## config.mk

```make
export PLATFORM = sky130hd
export DESIGN_NAME = sbcct_timer
export DESIGN_NICKNAME = d
export VERILOG_FILES = /design/src/hdl/sbcct_pkg.sv /design/src/hdl/sbcct_filter.sv /design/src/hdl/sbcct_timer.sv
export SDC_FILE = /design/constraint.sdc
export NUM_CORES = 1
export LEC_CHECK = 0
export BUFFER_PORTS_ARGS = -buffer_cell sky130_fd_sc_hd__buf_4
export CORE_ASPECT_RATIO = 0.5
export CORE_UTILIZATION = 60
export CTS_BUF_LIST = sky130_fd_sc_hd__clkbuf_2 sky130_fd_sc_hd__clkbuf_4 sky130_fd_sc_hd__clkbuf_8
export DETAILED_ROUTE_END_ITERATION = 10
export PLACE_DENSITY = 0.8
export SKIP_CTS_REPAIR_TIMING = 1
export SYNTH_ARGS = -nofsm -noshare
export SYNTH_HDL_FRONTEND = slang
export SYNTH_SLANG_ARGS = --single-unit
```

## constraint.sdc

```tcl
create_clock -name clock_in -period 2.4 [get_ports clock_in]
set_clock_uncertainty 0.1 [all_clocks]
set_input_delay 0.36 -clock clock_in [delete_from_list [all_inputs] [get_ports clock_in]]
set_output_delay 0.36 -clock clock_in [all_outputs]
set_load 0.03 [all_outputs]
```

## src/hdl/sbcct_pkg.sv

```systemverilog
// Package: constants and carrier types for the 16-bit capture/compare timer
package sbcct_pkg;

	// ==========================================
	// Widths and reset values
	localparam int CNT_W = 16;
	localparam logic [15:0] CNT_RESET = 16'h0000;
	localparam logic [15:0] CNT_MAX = 16'hFFFF;
	localparam int FILT_SAMPLES = 4;
	localparam logic [2:0] FILT_LAST = 3'h3;

	// ==========================================
	// Clock source select codes
	localparam logic [2:0] CS_BASE = 3'h0;
	localparam logic [2:0] CS_IO = 3'h1;
	localparam logic [2:0] CS_T0 = 3'h2;
	localparam logic [2:0] CS_T1 = 3'h3;
	localparam logic [2:0] CS_T2 = 3'h4;
	localparam logic [2:0] CS_EXTA = 3'h5;
	localparam logic [2:0] CS_EXTB = 3'h6;
	localparam logic [2:0] CS_OSC = 3'h7;

	// ==========================================
	// Capture source and edge codes
	localparam logic [1:0] ICS_PIN = 2'h0;
	localparam logic [1:0] ICS_LF = 2'h1;
	localparam logic [1:0] ICS_T1 = 2'h2;
	localparam logic [1:0] ICS_T2 = 2'h3;
	localparam logic [1:0] EDGE_OFF = 2'h0;
	localparam logic [1:0] EDGE_RISE = 2'h1;
	localparam logic [1:0] EDGE_FALL = 2'h2;
	localparam logic [1:0] EDGE_BOTH = 2'h3;

	// ==========================================
	// Byte access register selects
	localparam logic [1:0] SEL_CMP_A = 2'h0;
	localparam logic [1:0] SEL_CMP_B = 2'h1;
	localparam logic [1:0] SEL_CAP = 2'h2;

	// ==========================================
	// Flag bit positions
	localparam int IRQ_OVF = 0;
	localparam int IRQ_MA = 1;
	localparam int IRQ_MB = 2;
	localparam int IRQ_CAP = 3;

	typedef struct packed {
		logic enable;
		logic toggle_on_start;
		logic counter_reset;
		logic alt_compare_en;
	} sbcct_ctrl_t;

	typedef struct packed {
		logic capture_reset_mask;
		logic reset_mask_b;
		logic single_mask_b;
		logic toggle_mask_b;
		logic reset_mask_a;
		logic single_mask_a;
		logic toggle_mask_a;
	} sbcct_action_t;

	typedef struct packed {
		logic [1:0] cap_sel;
		logic filter_en;
		logic [1:0] edge_sel;
		logic [2:0] clk_sel;
	} sbcct_mode_t;

	typedef enum logic [2:0] {
		SM_IDLE = 3'b001,
		SM_ARMED = 3'b010,
		SM_RUN = 3'b100
	} sbcct_sensor_state_t;

endpackage : sbcct_pkg

```

## src/hdl/sbcct_filter.sv

```systemverilog
// Module: capture input noise filter with edge detect
module sbcct_filter (
	input wire logic clock_in,
	input wire logic reset_in,
	input wire logic enable_in,
	input wire logic tick_in,
	input wire logic filter_en_in,
	input wire logic [1:0] edge_sel_in,
	input wire logic sample_in,
	output logic event_out
);

	logic [2:0] run_reg;
	logic last_reg;
	logic level_reg;
	logic prev_reg;
	logic level_next;

	// ==========================================
	// Filter: output follows after four equal samples
	always_ff @(posedge clock_in)
	begin
		if (reset_in)
		begin
			run_reg <= 3'h0;
			last_reg <= 1'b0;
			level_reg <= 1'b0;
		end
		else if (enable_in && tick_in)
		begin
			last_reg <= sample_in;
			if (sample_in != last_reg)
				run_reg <= 3'h0;
			else if (run_reg != sbcct_pkg::FILT_LAST)
				run_reg <= run_reg + 3'h1;
			if (!filter_en_in)
				level_reg <= sample_in;
			else if (sample_in == last_reg && run_reg == 3'(sbcct_pkg::FILT_LAST - 3'h1))
				level_reg <= sample_in;
		end
	end

	assign level_next = level_reg;

	// ==========================================
	// Edge detect on filtered level
	always_ff @(posedge clock_in)
	begin
		if (reset_in)
		begin
			prev_reg <= 1'b0;
			event_out <= 1'b0;
		end
		else if (enable_in)
		begin
			prev_reg <= level_next;
			case (edge_sel_in)
				sbcct_pkg::EDGE_RISE: event_out <= level_next & ~prev_reg;
				sbcct_pkg::EDGE_FALL: event_out <= ~level_next & prev_reg;
				sbcct_pkg::EDGE_BOTH: event_out <= level_next ^ prev_reg;
				default: event_out <= 1'b0;
			endcase
		end
	end

endmodule : sbcct_filter

```

## src/hdl/sbcct_timer.sv

```systemverilog
// Module: 16-bit capture/compare timer core
module sbcct_timer (
	input wire logic clock_in,
	input wire logic reset_in,
	input wire logic clk_en_in,
	input wire sbcct_pkg::sbcct_ctrl_t ctrl_in,
	input wire sbcct_pkg::sbcct_action_t action_in,
	input wire sbcct_pkg::sbcct_mode_t mode_in,
	input wire logic modulator_en_in,
	input wire logic [3:0] irq_mask_reg_in,
	input wire logic [3:0] irq_clear_in,
	input wire logic sw_capture_set_in,
	input wire logic byte_wr_in,
	input wire logic byte_rd_in,
	input wire logic byte_hi_in,
	input wire logic [1:0] byte_sel_in,
	input wire logic [7:0] byte_wdata_in,
	input wire logic io_clk,
	input wire logic ext_clk_in_a,
	input wire logic ext_clk_in_b,
	input wire logic timer_zero_stage_clk,
	input wire logic timer_one_stage_clk,
	input wire logic timer_two_stage_clk,
	input wire logic rc_osc_out,
	input wire logic timer_base_clk,
	input wire logic ext_capture_pin,
	input wire logic lf_rx_data_out,
	input wire logic sensor_meas_start_in,
	input wire logic neighbour_match_in,
	output logic [7:0] byte_rdata_out,
	output logic [15:0] counter_value_out,
	output logic sw_capture_req_out,
	output logic [3:0] irq_flag_reg_out,
	output logic capture_irq_out,
	output logic overflow_irq_out,
	output logic match_a_irq_out,
	output logic match_b_irq_out,
	output logic modulator_out_pin_out,
	output logic own_stage_clk_out,
	output logic sensor_busy_out
);

	logic [7:0] src_s1_reg;
	logic [7:0] src_s2_reg;
	logic [7:0] src_s3_reg;
	logic [2:0] cap_s1_reg;
	logic [2:0] cap_s2_reg;
	logic [2:0] cap_s3_reg;
	logic [7:0] src_level;
	logic [15:0] cmp_a_reg;
	logic [15:0] cmp_b_reg;
	logic [15:0] capture_reg;
	logic [7:0] hi_stage_reg;
	logic [7:0] hi_latch_reg;
	logic sel_s2;
	logic sel_s3;
	logic tick;
	logic cap_raw;
	logic cap_edge;
	logic capture_evt;
	logic match_a_sig;
	logic match_b_sig;
	logic alt_turn_reg;
	logic single_a_done_reg;
	logic single_b_done_reg;
	logic fire_a;
	logic fire_b;
	logic capture_reset_sig;
	logic wrap;
	logic enable_prev_reg;
	logic start_pulse;
	sbcct_pkg::sbcct_sensor_state_t sm_reg;

	// ==========================================
	// Input synchronisers, three stages each
	// Clock sources are sampled, not used as clocks: one clock domain only
	always_ff @(posedge clock_in)
	begin
		if (reset_in)
		begin
			src_s1_reg <= 8'h00;
			src_s2_reg <= 8'h00;
			src_s3_reg <= 8'h00;
			cap_s1_reg <= 3'h0;
			cap_s2_reg <= 3'h0;
			cap_s3_reg <= 3'h0;
		end
		else if (clk_en_in)
		begin
			src_s1_reg <= {rc_osc_out, ext_clk_in_b, ext_clk_in_a, timer_two_stage_clk,
				timer_one_stage_clk, timer_zero_stage_clk, io_clk, timer_base_clk};
			src_s2_reg <= src_s1_reg;
			src_s3_reg <= src_s2_reg;
			cap_s1_reg <= {neighbour_match_in, lf_rx_data_out, ext_capture_pin};
			cap_s2_reg <= cap_s1_reg;
			cap_s3_reg <= cap_s2_reg;
		end
	end

	always_ff @(posedge clock_in)
	begin
		if (reset_in)
			src_level <= 8'h00;
		else if (clk_en_in)
		begin
			for (int i = 0; i < 8; i++)
				if (src_s2_reg[i] == src_s3_reg[i])
					src_level[i] <= src_s3_reg[i];
		end
	end

	// ==========================================
	// Counter clock tick: rising edge of selected source
	assign sel_s2 = src_s2_reg[mode_in.clk_sel];
	assign sel_s3 = src_s3_reg[mode_in.clk_sel];
	assign tick = ctrl_in.enable && sel_s2 && sel_s3 && !src_level[mode_in.clk_sel];

	// ==========================================
	// Capture source select and filter
	always_comb
	begin
		case (mode_in.cap_sel)
			sbcct_pkg::ICS_PIN: cap_raw = cap_s3_reg[0];
			sbcct_pkg::ICS_LF: cap_raw = cap_s3_reg[1];
			sbcct_pkg::ICS_T1: cap_raw = src_s3_reg[sbcct_pkg::CS_T1];
			sbcct_pkg::ICS_T2: cap_raw = src_s3_reg[sbcct_pkg::CS_T2];
			default: cap_raw = 1'b0;
		endcase
	end

	sbcct_filter u_filter (
		.clock_in(clock_in),
		.reset_in(reset_in),
		.enable_in(clk_en_in),
		.tick_in(tick),
		.filter_en_in(mode_in.filter_en),
		.edge_sel_in(mode_in.edge_sel),
		.sample_in(cap_raw),
		.event_out(cap_edge)
	);

	// ==========================================
	// Sensor start synchronised to counter tick
	// Start request waits for a tick so SM_RUN begins on a counter step; the count is not cleared
	always_ff @(posedge clock_in)
	begin
		if (reset_in)
			sm_reg <= sbcct_pkg::SM_IDLE;
		else if (clk_en_in)
		begin
			case (sm_reg)
				sbcct_pkg::SM_IDLE: if (sensor_meas_start_in) sm_reg <= sbcct_pkg::SM_ARMED;
				sbcct_pkg::SM_ARMED: if (tick) sm_reg <= sbcct_pkg::SM_RUN;
				sbcct_pkg::SM_RUN: if (!sensor_meas_start_in) sm_reg <= sbcct_pkg::SM_IDLE;
				default: sm_reg <= sbcct_pkg::SM_IDLE;
			endcase
		end
	end

	always_ff @(posedge clock_in)
	begin
		if (reset_in)
			sensor_busy_out <= 1'b0;
		else if (clk_en_in)
			sensor_busy_out <= sm_reg != sbcct_pkg::SM_IDLE;
	end

	assign capture_evt = cap_edge || (sw_capture_req_out && tick)
		|| (sm_reg == sbcct_pkg::SM_RUN && cap_s2_reg[2] && !cap_s3_reg[2]);

	// ==========================================
	// Compare, single action and alternate sequence
	assign match_a_sig = tick && counter_value_out == cmp_a_reg;
	assign match_b_sig = tick && counter_value_out == cmp_b_reg;
	assign fire_a = match_a_sig && !(action_in.single_mask_a && single_a_done_reg)
		&& (!ctrl_in.alt_compare_en || !alt_turn_reg);
	assign fire_b = match_b_sig && !(action_in.single_mask_b && single_b_done_reg)
		&& (!ctrl_in.alt_compare_en || alt_turn_reg);
	assign capture_reset_sig = capture_evt && action_in.capture_reset_mask;
	assign wrap = tick && counter_value_out == sbcct_pkg::CNT_MAX;
	assign start_pulse = ctrl_in.enable && !enable_prev_reg;

	always_ff @(posedge clock_in)
	begin
		if (reset_in)
		begin
			alt_turn_reg <= 1'b0;
			single_a_done_reg <= 1'b0;
			single_b_done_reg <= 1'b0;
			enable_prev_reg <= 1'b0;
		end
		else if (clk_en_in)
		begin
			enable_prev_reg <= ctrl_in.enable;
			if (start_pulse || !ctrl_in.alt_compare_en)
				alt_turn_reg <= 1'b0;
			else if (fire_a || fire_b)
				alt_turn_reg <= ~alt_turn_reg;
			if (start_pulse || !action_in.single_mask_a)
				single_a_done_reg <= 1'b0;
			else if (fire_a)
				single_a_done_reg <= 1'b1;
			if (start_pulse || !action_in.single_mask_b)
				single_b_done_reg <= 1'b0;
			else if (fire_b)
				single_b_done_reg <= 1'b1;
		end
	end

	// ==========================================
	// Counter
	always_ff @(posedge clock_in)
	begin
		if (reset_in)
			counter_value_out <= sbcct_pkg::CNT_RESET;
		else if (clk_en_in)
		begin
			if (ctrl_in.counter_reset || capture_reset_sig
				|| (fire_a && action_in.reset_mask_a) || (fire_b && action_in.reset_mask_b))
				counter_value_out <= sbcct_pkg::CNT_RESET;
			else if (tick)
				counter_value_out <= counter_value_out + 16'h0001;
		end
	end

	// ==========================================
	// Stage clock output follows counter tick
	always_ff @(posedge clock_in)
	begin
		if (reset_in)
			own_stage_clk_out <= 1'b0;
		else if (clk_en_in)
			own_stage_clk_out <= tick;
	end

	// ==========================================
	// Modulator output
	always_ff @(posedge clock_in)
	begin
		if (reset_in)
			modulator_out_pin_out <= 1'b0;
		else if (clk_en_in && modulator_en_in)
		begin
			if ((start_pulse && ctrl_in.toggle_on_start)
				^ (fire_a && action_in.toggle_mask_a) ^ (fire_b && action_in.toggle_mask_b))
				modulator_out_pin_out <= ~modulator_out_pin_out;
		end
	end

	// ==========================================
	// Capture register and software request
	always_ff @(posedge clock_in)
	begin
		if (reset_in)
			capture_reg <= sbcct_pkg::CNT_RESET;
		else if (clk_en_in && capture_evt)
			capture_reg <= counter_value_out;
	end

	always_ff @(posedge clock_in)
	begin
		if (reset_in)
			sw_capture_req_out <= 1'b0;
		else if (clk_en_in)
		begin
			if (sw_capture_set_in)
				sw_capture_req_out <= 1'b1;
			else if (tick)
				sw_capture_req_out <= 1'b0;
		end
	end

	// ==========================================
	// Byte access to 16-bit registers
	always_ff @(posedge clock_in)
	begin
		if (reset_in)
		begin
			cmp_a_reg <= sbcct_pkg::CNT_MAX;
			cmp_b_reg <= sbcct_pkg::CNT_MAX;
			hi_stage_reg <= 8'h00;
			hi_latch_reg <= 8'h00;
			byte_rdata_out <= 8'h00;
		end
		else if (clk_en_in)
		begin
			if (byte_wr_in && byte_hi_in)
				hi_stage_reg <= byte_wdata_in;
			else if (byte_wr_in && byte_sel_in == sbcct_pkg::SEL_CMP_A)
				cmp_a_reg <= {hi_stage_reg, byte_wdata_in};
			else if (byte_wr_in && byte_sel_in == sbcct_pkg::SEL_CMP_B)
				cmp_b_reg <= {hi_stage_reg, byte_wdata_in};
			if (byte_rd_in && byte_hi_in)
				byte_rdata_out <= hi_latch_reg;
			else if (byte_rd_in)
			begin
				case (byte_sel_in)
					sbcct_pkg::SEL_CMP_A:
					begin
						byte_rdata_out <= cmp_a_reg[7:0];
						hi_latch_reg <= cmp_a_reg[15:8];
					end
					sbcct_pkg::SEL_CMP_B:
					begin
						byte_rdata_out <= cmp_b_reg[7:0];
						hi_latch_reg <= cmp_b_reg[15:8];
					end
					sbcct_pkg::SEL_CAP:
					begin
						byte_rdata_out <= capture_reg[7:0];
						hi_latch_reg <= capture_reg[15:8];
					end
					default: byte_rdata_out <= 8'h00;
				endcase
			end
		end
	end

	// ==========================================
	// Interrupt flags, set wins over clear
	always_ff @(posedge clock_in)
	begin
		if (reset_in)
			irq_flag_reg_out <= 4'h0;
		else if (clk_en_in)
		begin
			irq_flag_reg_out <= (irq_flag_reg_out & ~irq_clear_in)
				| {capture_evt, fire_b, fire_a, wrap};
		end
	end

	always_ff @(posedge clock_in)
	begin
		if (reset_in)
		begin
			capture_irq_out <= 1'b0;
			overflow_irq_out <= 1'b0;
			match_a_irq_out <= 1'b0;
			match_b_irq_out <= 1'b0;
		end
		else if (clk_en_in)
		begin
			capture_irq_out <= irq_flag_reg_out[sbcct_pkg::IRQ_CAP] & irq_mask_reg_in[sbcct_pkg::IRQ_CAP];
			overflow_irq_out <= irq_flag_reg_out[sbcct_pkg::IRQ_OVF] & irq_mask_reg_in[sbcct_pkg::IRQ_OVF];
			match_a_irq_out <= irq_flag_reg_out[sbcct_pkg::IRQ_MA] & irq_mask_reg_in[sbcct_pkg::IRQ_MA];
			match_b_irq_out <= irq_flag_reg_out[sbcct_pkg::IRQ_MB] & irq_mask_reg_in[sbcct_pkg::IRQ_MB];
		end
	end

endmodule : sbcct_timer

```

==> metrics.txt <==
status finished, violations left; violated checks design-rule violations; post-route cell area 8840 µm²; Vias/cell 5.95; maximum root-to-sink buffer count 2; Power Density 596 nW/µm²; root buf cell clkbuf_8; Unique masters post-synth 62; initial antenna violation count 0; n_diodes 0; top-area cell type share of the netlist area 42.6%; Async SR Flop Fraction 0%; Starting Density 61.6%; Lkg Pwr 3.76 nW; CTS tree built; Worst R2R Setup Slack 0.09 ns; Setup Viol. Count Final 0; TritonCTS Buffers 17; Gate Count Post-Synth 827; register bit count reported by yosys 155; first-pass GRT wire length 31200 µm; total routed wirelength 20500 µm; EDFF count, synth 0; Synth Flop Type dfxtp_1; Pre-antenna DRT Iters 11; Worst Hold Launch byte_wdata_in[0]; Area Overhead vs Synth 21.2%; worst slew pin tran 0.647 ns; row count 28; arrival time at the worst endpoint 2.52 ns; CTS Sinks 155; CP Capture Type flop; Yosys warning count 0; Core Util, Final 74.6%; share of layout cells above drive strength 1 22.6%; Die ar. 12600 µm²; io pins 93; Cell Area, Placed 8290 µm²; R2R Path Start src_level[1]$_SDFFE_PP0P_; core footprint 11800 µm²; max_slew headroom 56.9%; gpl congestion 0.992; die outline height 79.9 µm; PortBufs 92; vias in the first global route 5942; area leader, netlist dfxtp_1; critical path class flop to flop; die width 158 µm; VDD IR max 0.355 mV; GRT Resource Usage Total 32.8%; Max-Cap Viols 0; most used cells in the layout excluding fill and tap cells dfxtp_1 (150), buf_4 (143), nor2_1 (111); fraction of the cycle the final worst path needs 96.1%; Clk pin slew, worst setup/hold paths 0.10 ns; Max Slew Vio Count 0; Hold Path Class input pin to flop; Final Hold Viols 0; most common library cell in the layout ignoring fill and taps dfxtp_1; ANT nets after route 0; area of the mapped netlist 7290 µm²; Routed WL per cell 18.4 µm; Seq/Total Area, Yosys 42.6%; crit-path max FO 17; Peak Freq 433 MHz; Starting DRT DRC Count 666; vias post-DR 6624; fin nets 1003; pin count of the biggest net entering global routing 58; Remaining Overflow, GRT 0; ranking of synthesized cells by area dfxtp_1 (43%), mux2i_1 (8.1%), nor2_1 (5.7%), nand2_1 (4.5%), xor2_1 (3.6%); drc violations 1; worst setup path start src_level[1]$_SDFFE_PP0P_; htree depth 4; startpoint class of the critical path flop; syn_area_per_cell 8.81 µm²; syn nets 895; clock period minus worst slack 2.31 ns; Worst-Skew Late Latency 0.46 ns; HPWL after DPL 14500 µm; worst endpoint required time 2.62 ns
worst max-delay path, cell delays in order, from the launching register on:
cell and delay (ns):
dfxtp_1 0.36, and4b_1 0.20, a311o_1 0.33, a21o_1 0.26, a31o_2 0.29, nand2_4 0.27
mux2i_1 0.26, nor2_1 0.08
per-layer routing:
metal  track usage (%)  vias to the layer above  share of wire, %
met5                 0                        -                 0
met4              12.9                        0               2.4
met3              7.17                       41               7.7
met2              52.1                      281                46
met1              43.6                     3180                44
li1                  -                     3122                 -
path summary, 6_finish.rpt:
path | depth (start not counted) | to
setup / recovery | 7 | capture_reg[4]$_SDFFE_PP0P_
hold / removal | 2 | cmp_b_reg[0]$_SDFFE_PP1P_
setup reg to reg | 7 | capture_reg[4]$_SDFFE_PP0P_
hold reg to reg | 2 | match_a_irq_out$_SDFFE_PP0P_
power by group:
group	switching, mW	internal (mW)	total (mW)
clock	1.12	0.889	2.01
combinational	0.322	0.241	0.563
sequential	0.0579	2.64	2.69
total	1.50	3.76	5.26
synthesized netlist by cell type, drive strengths merged, types with 6 or more instances:
library cell / count
nor4: 13
a21o: 9
nand2: 89
mux2i: 59
a211oi: 12
a22oi: 13
nor2: 111
buf: 21
nor2b: 23
dfxtp: 155
nand4: 10
o21ai: 34
xnor2: 6
and2: 10
o211ai: 9
nand3b: 18
nand3: 17
a222oi: 8
a21oi: 40
xor2: 30
nor3: 11
clkbuf: 36
inv: 16
ha: 11
a211o: 16
layout make-up:
| type | instances | area, µm² |
|---|---|---|
| well taps | 165 | 206 |
| clock inverters | 14 | 151 |
| multi-input cells | 599 | 3940 |
| fillers | 900 | 3010 |
| inverters | 16 | 60.1 |
| repair buffers | 146 | 1120 |
| flip-flops and latches | 155 | 3110 |
| clock buffers | 18 | 248 |
per-stage QoR:
| step | hold WS [ns] | setup WS (ns) | setup TNS (ns) | power [mW] | std cells |
|---|---|---|---|---|---|
| after floorplan | 0.345 | 0.130 | 0 | 3.07 | 827 |
| after global placement | 0.349 | 0.0458 | 0 | 3.28 | 1075 |
| after detailed placement | 0.356 | -0.0167 | -0.0814 | 3.29 | 1075 |
| after CTS | -0.00311 | 0.0201 | 0 | 5.26 | 1107 |
| after global routing | 0.00337 | -0.0863 | -0.492 | 5.46 | 1113 |
| final | 0.00916 | 0.0931 | 0 | 5.26 | 1113 |
logic make-up after synthesis:
family / after synthesis / synth area share [%]
AO/OA/AOI/OAI: 161 / 15.3
buffers and inverters: 73 / 4.67
adder cells (fa/ha/maj): 11 / 1.89
AND/OR/NAND/NOR: 329 / 22.5
XOR/XNOR: 36 / 4.33
multiplexers: 62 / 8.72
flip-flops: 155 / 42.6
(Power assumes the default switching activity.)
